$ cat src/inc/gdr_pkg.sv
package gdr_pkg;
	// Command encoding on cs_n, act_n, ras_n, cas_n, we_n
	localparam logic [4:0] GDR_CMD_REF = 5'h09;
	localparam logic [4:0] GDR_CMD_MRS = 5'h08;
	localparam logic [4:0] GDR_CMD_MASK = 5'h1F;
	localparam int GDR_MR_W = 3;
	localparam logic [2:0] GDR_MR3 = 3'h3;
	localparam int GDR_GEAR_BIT = 3;
	localparam int GDR_ROW_W = 16;
	localparam logic [15:0] GDR_ROW_RST = 16'h0000;
	localparam logic [15:0] GDR_ROW_ONE = 16'h0001;
	localparam int GDR_CNT_W = 16;
	localparam logic [15:0] GDR_CNT_ZERO = 16'h0000;
	localparam logic [15:0] GDR_CNT_ONE = 16'h0001;
	localparam int GDR_CLK_PS = 10000;
	localparam int GDR_TCMD_GEAR_NS = 60;
	localparam int GDR_TDLLK_NS = 4000;
	localparam int GDR_TRFC_NS = 350;
	localparam int GDR_TXS_NS = 360;
	localparam int GDR_TCMD_GEAR_CYC = (GDR_TCMD_GEAR_NS * 1000 +
		GDR_CLK_PS - 1) / GDR_CLK_PS;
	localparam int GDR_TDLLK_CYC = (GDR_TDLLK_NS * 1000 + GDR_CLK_PS - 1) /
		GDR_CLK_PS;
	localparam int GDR_TRFC_CYC = (GDR_TRFC_NS * 1000 + GDR_CLK_PS - 1) /
		GDR_CLK_PS;
	localparam int GDR_TXS_CYC = (GDR_TXS_NS * 1000 + GDR_CLK_PS - 1) /
		GDR_CLK_PS;
	typedef enum logic [2:0] {
		GDR_ST_INIT = 3'h0,
		GDR_ST_RUN = 3'h1,
		GDR_ST_SELF = 3'h3,
		GDR_ST_SRX = 3'h2,
		GDR_ST_SYNC = 3'h6,
		GDR_ST_GEAR = 3'h7
	} gdr_state_t;
endpackage : gdr_pkg

$ cat src/verilog/gdr_control.sv
`timescale 1ns/10ps
//
// Contract
// - Gear-down only via MR3 bit 3 entry.
// - Init continues in 2N after tCMD_GEAR.
// - Self refresh forces back to 1N.
// - Non-DLL then DLL commands after sync.
// - 1N exit needs tXS, then a command other than refresh.
// - Internal row counter, banks idle after.
module gdr_control
	import gdr_pkg::*;
#(
	parameter int ROW_W = GDR_ROW_W,
	parameter int TDLLK_CYC = GDR_TDLLK_CYC
) (
	input wire logic mclk,
	input wire logic rst,
	input wire logic cke,
	input wire logic cs_n,
	input wire logic act_n,
	input wire logic ras_n,
	input wire logic cas_n,
	input wire logic we_n,
	input wire logic [2:0] mr_sel,
	input wire logic [15:0] mr_addr,
	input wire logic init_done,
	input wire logic sr_enter,
	input wire logic sr_exit,
	output logic gear_2n,
	output logic cmd_ready,
	output logic dll_ready,
	output logic refresh_busy,
	output logic banks_idle,
	output logic [ROW_W-1:0] refresh_row,
	output logic in_self_refresh
);
	////////////////////////////////////////////////////////////////////////
	gdr_state_t state_ff;
	gdr_state_t nxt_state;
	logic gear_ff;
	logic [ROW_W-1:0] row_ff;
	logic dll_ff;
	logic is_ref;
	logic is_gear_mrs;
	logic sync_pulse;
	logic rfc_done;
	logic gear_done;
	logic xs_done;
	logic dllk_done;
	logic load_rfc;
	logic load_gear;
	logic load_xs;
	logic load_dllk;

	function automatic logic cmd_is(input logic [4:0] bus,
		input logic [4:0] code);
		cmd_is = (bus & GDR_CMD_MASK) == code;
	endfunction : cmd_is

	assign is_ref = cke && cmd_is({cs_n, act_n, ras_n, cas_n, we_n},
		GDR_CMD_REF);
	assign is_gear_mrs = cke && cmd_is({cs_n, act_n, ras_n, cas_n, we_n},
		GDR_CMD_MRS) && (mr_sel == GDR_MR3) && mr_addr[GDR_GEAR_BIT];
	// Sync pulse is a chip select seen while waiting in the sync state
	assign sync_pulse = (state_ff == GDR_ST_SYNC) && !cs_n;

	////////////////////////////////////////////////////////////////////////
	assign load_rfc = is_ref;
	assign load_gear = sync_pulse;
	assign load_dllk = sync_pulse;
	assign load_xs = (state_ff == GDR_ST_SELF) && sr_exit;

	gdr_timer #(.W(GDR_CNT_W)) u_rfc (
		.mclk(mclk), .rst(rst), .load(load_rfc),
		.value(GDR_CNT_W'(GDR_TRFC_CYC)), .done(rfc_done));
	gdr_timer #(.W(GDR_CNT_W)) u_gear (
		.mclk(mclk), .rst(rst), .load(load_gear),
		.value(GDR_CNT_W'(GDR_TCMD_GEAR_CYC)), .done(gear_done));
	gdr_timer #(.W(GDR_CNT_W)) u_xs (
		.mclk(mclk), .rst(rst), .load(load_xs),
		.value(GDR_CNT_W'(GDR_TXS_CYC)), .done(xs_done));
	gdr_timer #(.W(GDR_CNT_W)) u_dllk (
		.mclk(mclk), .rst(rst), .load(load_dllk),
		.value(GDR_CNT_W'(TDLLK_CYC)), .done(dllk_done));

	////////////////////////////////////////////////////////////////////////
	always_comb begin
		nxt_state = state_ff;
		case (state_ff)
			GDR_ST_INIT: begin
				if (is_gear_mrs) begin
					nxt_state = GDR_ST_SYNC;
				end else if (init_done) begin
					nxt_state = GDR_ST_RUN;
				end
			end
			GDR_ST_RUN: begin
				if (sr_enter) begin
					nxt_state = GDR_ST_SELF;
				end
			end
			GDR_ST_SELF: begin
				if (sr_exit) begin
					nxt_state = GDR_ST_SRX;
				end
			end
			GDR_ST_SRX: begin
				// Gear entry only once tXS has passed
				if (xs_done && is_gear_mrs) begin
					nxt_state = GDR_ST_SYNC;
				end else if (xs_done && !cs_n && !is_ref) begin
					nxt_state = GDR_ST_RUN;
				end
			end
			GDR_ST_SYNC: begin
				if (sync_pulse) begin
					nxt_state = GDR_ST_GEAR;
				end
			end
			GDR_ST_GEAR: begin
				if (gear_done && !load_gear) begin
					nxt_state = GDR_ST_RUN;
				end
			end
			default: begin
				nxt_state = GDR_ST_INIT;
			end
		endcase
	end

	always_ff @(posedge mclk or posedge rst) begin
		if (rst) begin
			state_ff <= GDR_ST_INIT;
		end else begin
			state_ff <= nxt_state;
		end
	end

	// Only reset or self refresh entry clears 2N; MR3 writes can never drop it directly
	always_ff @(posedge mclk or posedge rst) begin
		if (rst) begin
			gear_ff <= 1'b0;
		end else if (nxt_state == GDR_ST_SELF) begin
			gear_ff <= 1'b0;
		end else if (state_ff == GDR_ST_SYNC && sync_pulse) begin
			gear_ff <= 1'b1;
		end
	end

	always_ff @(posedge mclk or posedge rst) begin
		if (rst) begin
			dll_ff <= 1'b0;
		end else if (load_dllk || state_ff == GDR_ST_SELF) begin
			dll_ff <= 1'b0;
		end else if (dllk_done && state_ff == GDR_ST_RUN) begin
			dll_ff <= 1'b1;
		end
	end

	always_ff @(posedge mclk or posedge rst) begin
		if (rst) begin
			row_ff <= GDR_ROW_RST[ROW_W-1:0];
		end else if (is_ref) begin
			row_ff <= row_ff + GDR_ROW_ONE[ROW_W-1:0];
		end
	end

	////////////////////////////////////////////////////////////////////////
	assign gear_2n = gear_ff;
	assign cmd_ready = (state_ff == GDR_ST_RUN) && rfc_done;
	assign dll_ready = dll_ff && cmd_ready;
	assign refresh_busy = !rfc_done;
	assign banks_idle = rfc_done;
	assign refresh_row = row_ff;
	assign in_self_refresh = (state_ff == GDR_ST_SELF);

	////////////////////////////////////////////////////////////////////////
	property p_ref_busy;
		@(posedge mclk) disable iff (rst)
		is_ref |=> refresh_busy [*8];
	endproperty
	a_ref_busy: assert property (p_ref_busy)
		else $error("refresh busy not held");

	property p_row_inc;
		@(posedge mclk) disable iff (rst)
		is_ref |=> refresh_row == $past(refresh_row) + GDR_ROW_ONE[ROW_W-1:0];
	endproperty
	a_row_inc: assert property (p_row_inc)
		else $error("row counter did not advance");

	property p_sr_1n;
		@(posedge mclk) disable iff (rst)
		in_self_refresh |-> !gear_2n;
	endproperty
	a_sr_1n: assert property (p_sr_1n)
		else $error("2N held in self refresh");

	property p_gear_wait;
		@(posedge mclk) disable iff (rst)
		(sync_pulse && !is_ref) |=> !cmd_ready [*6];
	endproperty
	a_gear_wait: assert property (p_gear_wait)
		else $error("commands accepted before gear delay");

	property p_gear_set;
		@(posedge mclk) disable iff (rst)
		sync_pulse |=> gear_2n;
	endproperty
	a_gear_set: assert property (p_gear_set)
		else $error("2N not set after sync");

	property p_dll_late;
		@(posedge mclk) disable iff (rst)
		sync_pulse |=> !dll_ready [*8];
	endproperty
	a_dll_late: assert property (p_dll_late)
		else $error("DLL ready too early");

	property p_srx_ready;
		@(posedge mclk) disable iff (rst)
		load_xs |=> !cmd_ready [*8];
	endproperty
	a_srx_ready: assert property (p_srx_ready)
		else $error("ready before exit delay");

	property p_idle;
		@(posedge mclk) disable iff (rst)
		$fell(refresh_busy) |-> banks_idle && $past(refresh_busy, 8);
	endproperty
	a_idle: assert property (p_idle)
		else $error("banks not idle after refresh");

	c_ref: cover property (@(posedge mclk) disable iff (rst) is_ref);
	c_gear: cover property (@(posedge mclk) disable iff (rst)
		state_ff == GDR_ST_GEAR);
	c_sr: cover property (@(posedge mclk) disable iff (rst)
		$fell(in_self_refresh));
endmodule : gdr_control

$ cat src/verilog/gdr_timer.sv
`timescale 1ns/10ps
module gdr_timer
	import gdr_pkg::*;
#(
	parameter int W = GDR_CNT_W
) (
	input wire logic mclk,
	input wire logic rst,
	input wire logic load,
	input wire logic [W-1:0] value,
	output logic done
);
	logic [W-1:0] cnt_ff;

	always_ff @(posedge mclk or posedge rst) begin
		if (rst) begin
			cnt_ff <= GDR_CNT_ZERO[W-1:0];
		end else if (load) begin
			cnt_ff <= value;
		end else if (cnt_ff != GDR_CNT_ZERO[W-1:0]) begin
			cnt_ff <= cnt_ff - GDR_CNT_ONE[W-1:0];
		end
	end

	assign done = (cnt_ff == GDR_CNT_ZERO[W-1:0]) && !load;
endmodule : gdr_timer
$ cat config.mk
export PLATFORM = sky130hd
export DESIGN_NAME = gdr_control
export DESIGN_NICKNAME = d
export VERILOG_FILES = /design/src/inc/gdr_pkg.sv /design/src/verilog/gdr_control.sv /design/src/verilog/gdr_timer.sv
export SDC_FILE = /design/constraint.sdc
export NUM_CORES = 1
export LEC_CHECK = 0
export BUFFER_PORTS_ARGS = -buffer_cell sky130_fd_sc_hd__buf_2
export CAP_MARGIN = 0
export CORE_ASPECT_RATIO = 0.6
export CORE_UTILIZATION = 40
export CTS_CLUSTER_DIAMETER = 80
export DETAILED_ROUTE_END_ITERATION = 6
export PLACE_DENSITY = 0.6
export SLEW_MARGIN = 15
export SYNTH_ARGS = -nofsm -noshare
export SYNTH_HDL_FRONTEND = slang
export SYNTH_SLANG_ARGS = --single-unit
$ cat constraint.sdc
create_clock -name mclk -period 3 [get_ports mclk]
set_clock_uncertainty 0.2 [all_clocks]
set_input_delay 0.15 -clock mclk [delete_from_list [all_inputs] [get_ports mclk]]
set_output_delay 0.15 -clock mclk [all_outputs]
set_load 0.01 [all_outputs]
======== After elaboration in Yosys (flattened, before gate mapping) ========
Index checks and enable logic that the tools add are counted.
Widths: inputs -> output; s select.
operators by class
  add/subtract/negate cells ............... 5
  equality and inequality tests ........... 9
  multiplexer cells ....................... 21
  reductions and logical operators ........ 39
operator list
  cell                   number
  $mux 16                8
  $logic_not 16->1       4
  $reduce_bool 16->1     4
  $sub 16x1->16 const B  4
  $mux 3                 8
  $logic_and 1x1->1      18
  $pmux 3 s6             1
  $add 16x1->16 const B  1
  $eq 3x2->1 const B     4
  $reduce_bool 2->1      6
  $eq 5x4->1 const B     2
  $eq 3x3->1 const B     2
  $logic_not 1->1        5
  $mux 1                 4
  $eq 3x1->1 const B     1
  $logic_not 3->1        1
  $logic_or 1x1->1       1
word-level totals
  register bits ........................... 85
  bits of input ports ..................... 30
  output and inout port bits .............. 22
  logic and storage cells ................. 82

======== Depth between registers and ports, before layout ========
Gate-level depths: netlist of the first run.
  depth after elaboration ................. 11
  mapped depth ............................ 8
  depth with buffers taken out ............ 7

======== Modules after synthesis ========
From an unflattened synthesis of the first run, not the netlist that was laid out.
unflattened totals
  cell total of the unflattened synthesis .. 523
  area, all modules ....................... 5041.1 um^2
modules (own cells, without submodules)
  module                   instances  cells each  area an instance (um^2)  seq. area each (um^2)
  gdr_timer at u_dllk ...  3          102         979.7                    400.4
  gdr_control              1          116         1123.6                   525.5
  gdr_timer at u_xs        1          101         978.4                    400.4

======== Worst setup path before layout of the first run ========
OpenSTA, ideal clock, no wires.
  kind .................................... register to output
  from .................................... register u_rfc.cnt_ff[3]
  to ...................................... output dll_ready
  data arrival time ....................... 1834 ps
  data required time ...................... 2650 ps
  setup slack ............................. 816 ps
  cell stages (with the launch flop) ...... 6
  path buffers ............................ 0
  cell sequence ........................... dfrtp_1 or4_4 nor3_2 nand3_1 nand2b_1 nor4b_2
between the ends
  longest elaborated chain between the ends .. 4
ends and longest elaborated chain
  item                      RTL line            text
  start: declaration        gdr_timer.sv:13     logic [W-1:0] cnt_ff;
  start signal: assignment  gdr_timer.sv:17     cnt_ff <= GDR_CNT_ZERO[W-1:0];
  start signal: assignment  gdr_timer.sv:19     cnt_ff <= value;
  start signal: assignment  gdr_timer.sv:21     cnt_ff <= cnt_ff - GDR_CNT_ONE[W-1:0];
  $logic_not 16->1          gdr_timer.sv:25     assign done = (cnt_ff == GDR_CNT_ZERO[W-1:0]) && !load;
  $logic_and 1x1->1         gdr_timer.sv:25
  $logic_and 1x1->1         gdr_control.sv:170  assign cmd_ready = (state_ff == GDR_ST_RUN) && rfc_done;
  $logic_and 1x1->1         gdr_control.sv:171  assign dll_ready = dll_ff && cmd_ready;
  end: declaration          gdr_control.sv:31   output logic dll_ready,
No other way between the ends.

======== Worst setup path after layout of the first run ========
Ends and elaborated chain as after synthesis.

==> results.tsv, run 1 <==
metric	value	unit
total_power	2.74	mW
synth_edf_count	0	
drv_slew	0	
synth_ff_type	dfrtp_1	
cts_buffers	9	
worst_slew_pin_slew	0.943	ns
route.detailed.drc	0	
final_core_utilization	47.8	%
areaGrowthSynthToFinish	13.9	%
viasPerCell	5.38	
clk_pin_slew	0.06	ns
cts.path.max_buffers	2	
grt_pass1_vias	3267	
drive_gt1_share	13.7	%
cp-start-kind	flop	
cts-resized-gates	0	
synthCells	471	
hp-class	in -> reg	
die_h	84.2	um
htreeDepth	3	
synth_compound_area_share	8.86	%
vias	3502	
fin_crit	2.66	ns
io_buffers	36	
crit_type	reg -> out	
fill_cells	1017	
synth_xor_area_share	9.33	%
synthSimpleGateAreaFrac	29.1	%
cts_hold_buf	1	
ios	52	
fin_setup_tns	0	ns
worst_ep_arrival_time	2.31	ns
cap_violations	0	
hold_violations	0	
drtIter0Drc	271	
nNetsFinal	544	
muxShareOfSynthArea	1.11	%
cp_max_fo	7	
firstDrtPassIters	6	
yosysSeqAreaShare	47.2	%
dp_hpwl	6340	um
diodes	0	
dieArea	11700	um^2
antenna_found_initial	0	
status	completed	
grtUsageMet1	24.9	%
row_count	29	
ys_warn_count	0	
start_util	41.9	%
synth_top_family_by_area	simple AND/OR/NAND/NOR gates	
grt_start_max_net_pins	72	
synth_area	4500	um^2
synth_cell_types	60	
placed_area	4840	um^2
met3_usage	4.85	%
required	2.65	ns
wl	9170	um
critPathCaptureType	output port	
busiest_layer	met1	
setup_violations	0	
syn-num-nets	507	
final_cell_area	5130	um^2
root_buffer	clkbuf_16	
cts.sinks	85	
gp_congestion	0.804	
synth_fa_ha_area_share	1.67	%
grt_usage	16.9	%
synthArstFlopShare	100	%
cts_tree	yes	
slew_headroom	36.5	%
grt_overflow	0	
grtUsageMet2	24.3	%
insertion_delay	0.33	ns
ir_drop	271	uV
whs	0.0239	ns
wire_per_inst	14.1	um
fin_crit_sh	88.8	%
post-cts-setup-buffers	0	
syn_avg_cell_area	9.56	um^2
coreArea	10700	um^2
grt_pass1_wl	15700	um
max_freq	375	MHz
rsz0062_at_grt	no	
ff2ff_setup_slack	0.61	ns
antenna_left	0	
ys_ff_latch	85	
power_density	534	nW/um^2
power.leakage	2.04	nW
die_w	139	um
## layer usage
metal  wire length, um  part of all wire (%)
met5                 0                     0
met4                92                   1.0
met3               325                   3.5
met2              3830                    42
met1              4920                    54
## layout make-up
type / instances / area, um^2 / area share (%)
clock buffers: 14 / 274 / 5.34
clock inverters: 1 / 5.00 / 0.0976
inverters: 16 / 61.3 / 1.20
multi-input cells: 355 / 2260 / 44.0
flip-flops and latches: 85 / 2130 / 41.5
well taps: 139 / 174 / 3.39
repair buffers: 41 / 233 / 4.54
## sequential cells by signal (all words and copies together), names as in the netlist
name,cells
u_rfc.cnt_ff,16
dll_ff,1
u_gear.cnt_ff,16
state_ff,3
u_xs.cnt_ff,16
gear_2n,1
u_dllk.cnt_ff,16
refresh_row,16
## path summary, 6_finish.rpt
kind,from,end,cells past startpoint
max reg2reg,u_xs.cnt_ff[0],gear_2n,7
max,u_rfc.cnt_ff[3],dll_ready,6
min,init_done,state_ff[0],4
min in group asynchronous,rst,refresh_row[13],3
min reg2reg,refresh_row[15],refresh_row[15],1
max in group asynchronous,rst,u_dllk.cnt_ff[5],4
## Yosys cell counts (all sizes together), types with 2 or more instances
master | number | area share (%)
dfrtp | 85 | 47
nor2 | 69 | 5.8
nand2 | 39 | 3.2
xor2 | 28 | 5.4
nand3 | 23 | 2.6
a21oi | 21 | 2.3
nor3 | 20 | 2.7
xnor2 | 20 | 3.9
inv | 16 | 1.3
nor4 | 14 | 3.1
clkbuf | 13 | 1.1
o21ai | 10 | 1.1
nand4 | 8 | 1.2
or3 | 8 | 1.1
nand3b | 7 | 1.2
and3 | 6 | 0.83
ha | 6 | 1.7
nand4b | 6 | 1.2
o31ai | 6 | 1.0
mux2i | 5 | 1.1
nor3b | 5 | 0.83
o211ai | 5 | 0.83
or4 | 5 | 1.0
and2 | 4 | 0.56
nand2b | 4 | 0.56
and4 | 3 | 0.58
nor2b | 3 | 0.42
nor4b | 3 | 0.72
o311ai | 3 | 0.58
o41ai | 3 | 0.58
and4b | 2 | 0.44
buf | 2 | 0.28
o21a | 2 | 0.33
or2 | 2 | 0.28
or3b | 2 | 0.39
## per-stage QoR
step / std cells / setup WS, ns
4_1_cts: 651 / 0.298
3_3_place_gp: 635 / 0.684
3_5_place_dp: 635 / 0.640
2_1_floorplan: 471 / 0.457
6_report: 651 / 0.336
5_1_grt: 651 / 0.212
## cell families after synthesis
family          after synthesis
mux                           5
compound gates               61
fa+ha+maj                     6
xor+xnor                     48
flops                        85
simple gates                235
buf+inv                      31
## power breakdown
part / internal [mW] / switching, mW
clock: 0.624 / 0.428
combinational: 0.142 / 0.170
sequential: 1.24 / 0.130
## cell usage in the layout (no fill, tap or decap), types with 6 or more instances in the layout
master and count:
o31ai_1 6, nor2_1 69, nor4_1 7, nand3b_1 7, o21ai_0 6, nor4_2 6, nand2_1 39, nand4b_1 6
a21oi_1 21, inv_1 15, xor2_1 28, ha_1 6, buf_2 36, and3_1 6, nand4_1 7, dfrtp_1 85
nor3_1 17, nand3_1 23, xnor2_1 20, clkbuf_16 9, or3_1 8
## critical path: stages (launching register included)
cell	delay (ns)
dfrtp_1	0.45
or4_4	0.61
nor3_2	0.15
nand3_1	0.09
nand2b_1	0.26
nor4b_2	0.26
buf_2	0.16
Note: power is estimated with default switching activity, not from simulation.
==> run 2, diff against run 1 <==
--- a/config.mk
+++ b/config.mk
@@ -15,4 +15,5 @@
 export SLEW_MARGIN = 15
 export SYNTH_ARGS = -nofsm -noshare
 export SYNTH_HDL_FRONTEND = slang
+export SYNTH_HIERARCHICAL = 1
 export SYNTH_SLANG_ARGS = --single-unit
==> run 2 against run 1 <==
Via count up 15%. Area after synthesis increased by 12%. Critical path depth grew 2. Setup slack got worse by 0.16 ns. Utilization up 1.8 points. Sequential power grew 66%. Combinational power grew to 5.0 times the previous value. Fmax down 5.6%. Power increased by 79%. First-iteration DRC count fell by 32%. Non-clock buffer count rose by 12. Critical endpoint is now state_ff[2]. Largest cell class unchanged.
==> results.tsv, run 2 <==
metric	value	unit	change
status	completed		
dp_hpwl	7990	um	+26%
seqCellArea	2130	um^2	unchanged
wl	11100	um	+21%
crit_type	reg -> reg		
ir_drop	368	uV	+36%
cts_buffers	9		unchanged
synthTopCellsByCount	85 x dfrtp_1, 61 x nand2_1, 39 x xnor2_1		
ios	52		unchanged
grt_start_max_net_pins	22		-69%
synthCells	523		+11%
grt_pass1_vias	3851		+18%
synth_cell_types	60		unchanged
required	3.08	ns	+0.43 ns
vias	4016		+15%
synthArstFlopShare	100	%	unchanged
synth_ff_type	dfrtp_1		
io_buffers	36		unchanged
grt_pass1_wl	19400	um	+23%
row_count	31		+6.9%
total_power	4.89	mW	+79%
cp-start-kind	flop		
yosys.area.top_type_share	42.2	%	-5.0 points
grtUsageMet2	27.8	%	+3.5 points
reg2reg_depth	8		+1
dieArea	13100	um^2	+12%
drv_slew	0		unchanged
fin_crit	2.82	ns	+0.159 ns
htreeDepth	3		unchanged
insertion_delay	0.34	ns	about the same
fill_cells	1183		+16%
viasPerCell	5.00		-7.1%
synth_area	5040	um^2	+12%
cts.sinks	85		unchanged
grt_usage	18.9	%	+2.1 points
ys_warn_count	6		+6
hold_start	init_done		
coreArea	12200	um^2	+13%
yosysSeqAreaShare	42.2	%	-5.0 points
drtIter0Drc	183		-32%
gp_congestion	0.843		+4.9%
hold_violations	0		unchanged
holdPathStages	5		+1
busiest_layer	met2		
drive_gt1_share	18.9	%	+5.3 points
layout_common_cells	85 x dfrtp_1, 64 x conb_1, 61 x nand2_1, 39 x xnor2_1		
ys_ff_latch	85		unchanged
start_util	41.4	%	-0.55 points
cts.path.max_buffers	2		unchanged
setup_violations	0		unchanged
path_cells	inv_1, ha_1, nor3b_4, nand4b_4, nor3_4, o21ai_0, o31ai_1, dlygate4sd3_1		
die_h	89.0	um	+5.6%
hp-class	in -> reg		
grtUsageMet1	27.7	%	+2.8 points
whs	0.00882	ns	-0.0150 ns
root_buffer	clkbuf_16		
final_common_cell	dfrtp_1		
critPathCaptureType	flop		
cts_tree	yes		
cp_max_fo	7		unchanged
slowest_stage	dlygate4sd3_1		
worst_slew_pin_slew	0.852	ns	-0.0912 ns
cap_violations	0		unchanged
synth_top_area_cell	dfrtp_1		
fin_setup_tns	0	ns	unchanged
antenna_left	0		unchanged
rsz0062_at_grt	no		
met3_usage	4.39	%	-0.46 points
diodes	0		unchanged
nNetsFinal	669		+23%
fin_crit_sh	94.1	%	+5.3 points
multiInputGateArea	3010	um^2	+34%
worst_ep_arrival_time	2.90	ns	+0.59 ns
clk_pin_slew	0.07	ns	about the same
die_w	147	um	+5.7%
slowest_delay	0.59	ns	-0.02 ns
worstSetupStartpoint	u_xs/cnt_ff[0]		
route.detailed.drc	0		unchanged
antenna_found_initial	0		unchanged
syn_avg_cell_area	9.64	um^2	+0.79%
power.leakage	2.60	nW	+27%
r2r-start	u_xs/cnt_ff[0]		
synth_most_common_cell	dfrtp_1		
max_freq	354	MHz	-5.6%
grt_overflow	0		unchanged
wire_per_inst	13.8	um	-2.0%
ff2ff_setup_slack	0.18	ns	-0.43 ns
slew_headroom	43.1	%	+6.6 points
power_density	810	nW/um^2	+52%
firstDrtPassIters	4		-2
areaGrowthSynthToFinish	19.8	%	
synth_edf_count	0		unchanged
synth_area_leaders	dfrtp_1 42%, xnor2_1 6.8%, nand2_1 4.5%		
[run 2: cell types whose count changed after synthesis, sizes merged, moves of 8 or more]
cell    previous run  this run
nor2              69        35
nor3              20        31
xor2              28         8
a211oi             1        12
xnor2             20        39
nand3             23        13
inv               16        26
nor3b              5        13
a21oi             21        36
or3                8        20
o21ai             10        37
nand2             39        65
[run 2: final timing paths]
check,end
worst min-delay path,state_ff[0]
worst min register to register,refresh_row[15]
max in group asynchronous,refresh_row[3]
worst max register to register,state_ff[2]
min in group asynchronous,u_xs/cnt_ff[6]
worst max-delay path,state_ff[2]
[run 2: what timing repair did]
item                                    CTS  global route
hold endpoints to repair                 87             0
resized for setup                         0             1
hold buffers                              4             0
endpoints found under the setup margin    0             2
buffers inserted                          0             2
[run 2: area by class of cell]
cell class	instances	share of cell area (%)
multi-input combinational	459	49.9
clock inverter	6	0.788
clock buffer	10	3.79
inverter	26	1.62
sequential	85	35.2
tap	165	3.42
timing repair buffer	53	5.26
[run 2: power breakdown]
| group | switching, mW | internal [mW] | leakage [nW] |
|---|---|---|---|
| combinational | 0.721 | 0.840 | 1.43 |
| clock | 0.488 | 0.569 | 0.133 |
| sequential | 0.670 | 1.60 | 1.03 |
| total | 1.88 | 3.01 | 2.60 |
[run 2: logic make-up after synthesis]
kind of cell,after synthesis,synth area share [%]
and+or+nand+nor,227,30.1
muxes,2,0.422
AOI/OAI and AO/OA,114,14.7
adders and majority gates,5,1.24
buffers and inverters,41,3.05
xor gates and xnor gates,47,8.17
other,2,0.149
DFF,85,42.2
[run 2: routing by layer]
metal  vias to the layer above  routed length (um)  part of all wire [%]
li1                       2016                   -                     -
met1                      1913                5820                    52
met2                        74                4640                    42
met3                        13                 500                   4.5
met4                         0                 125                   1.1
met5                         -                   0                     0
[run 2: worst max-delay path, delay by kind of cell (launching register included)]
| kind | cells | cell delay, ns |
|---|---|---|
| adders and majority gates | 1 | 0.18 |
| DFF | 1 | 0.45 |
| and+or+nand+nor | 3 | 0.87 |
| buffers and inverters | 2 | 0.68 |
| AOI/OAI and AO/OA | 2 | 0.38 |
[run 2: stage by stage]
stage | util, % | cells | cell area, um^2 | setup slack [ns]
2_1_floorplan | - | 585 | 5270 | 0.573
3_3_place_gp | 46.8 | 782 | 5700 | 0.541
3_5_place_dp | 46.8 | 782 | 5700 | 0.494
4_1_cts | 49.4 | 802 | 6010 | 0.110
5_1_grt | 49.6 | 804 | 6040 | 0.0173
6_report | 49.6 | 804 | 6040 | 0.177
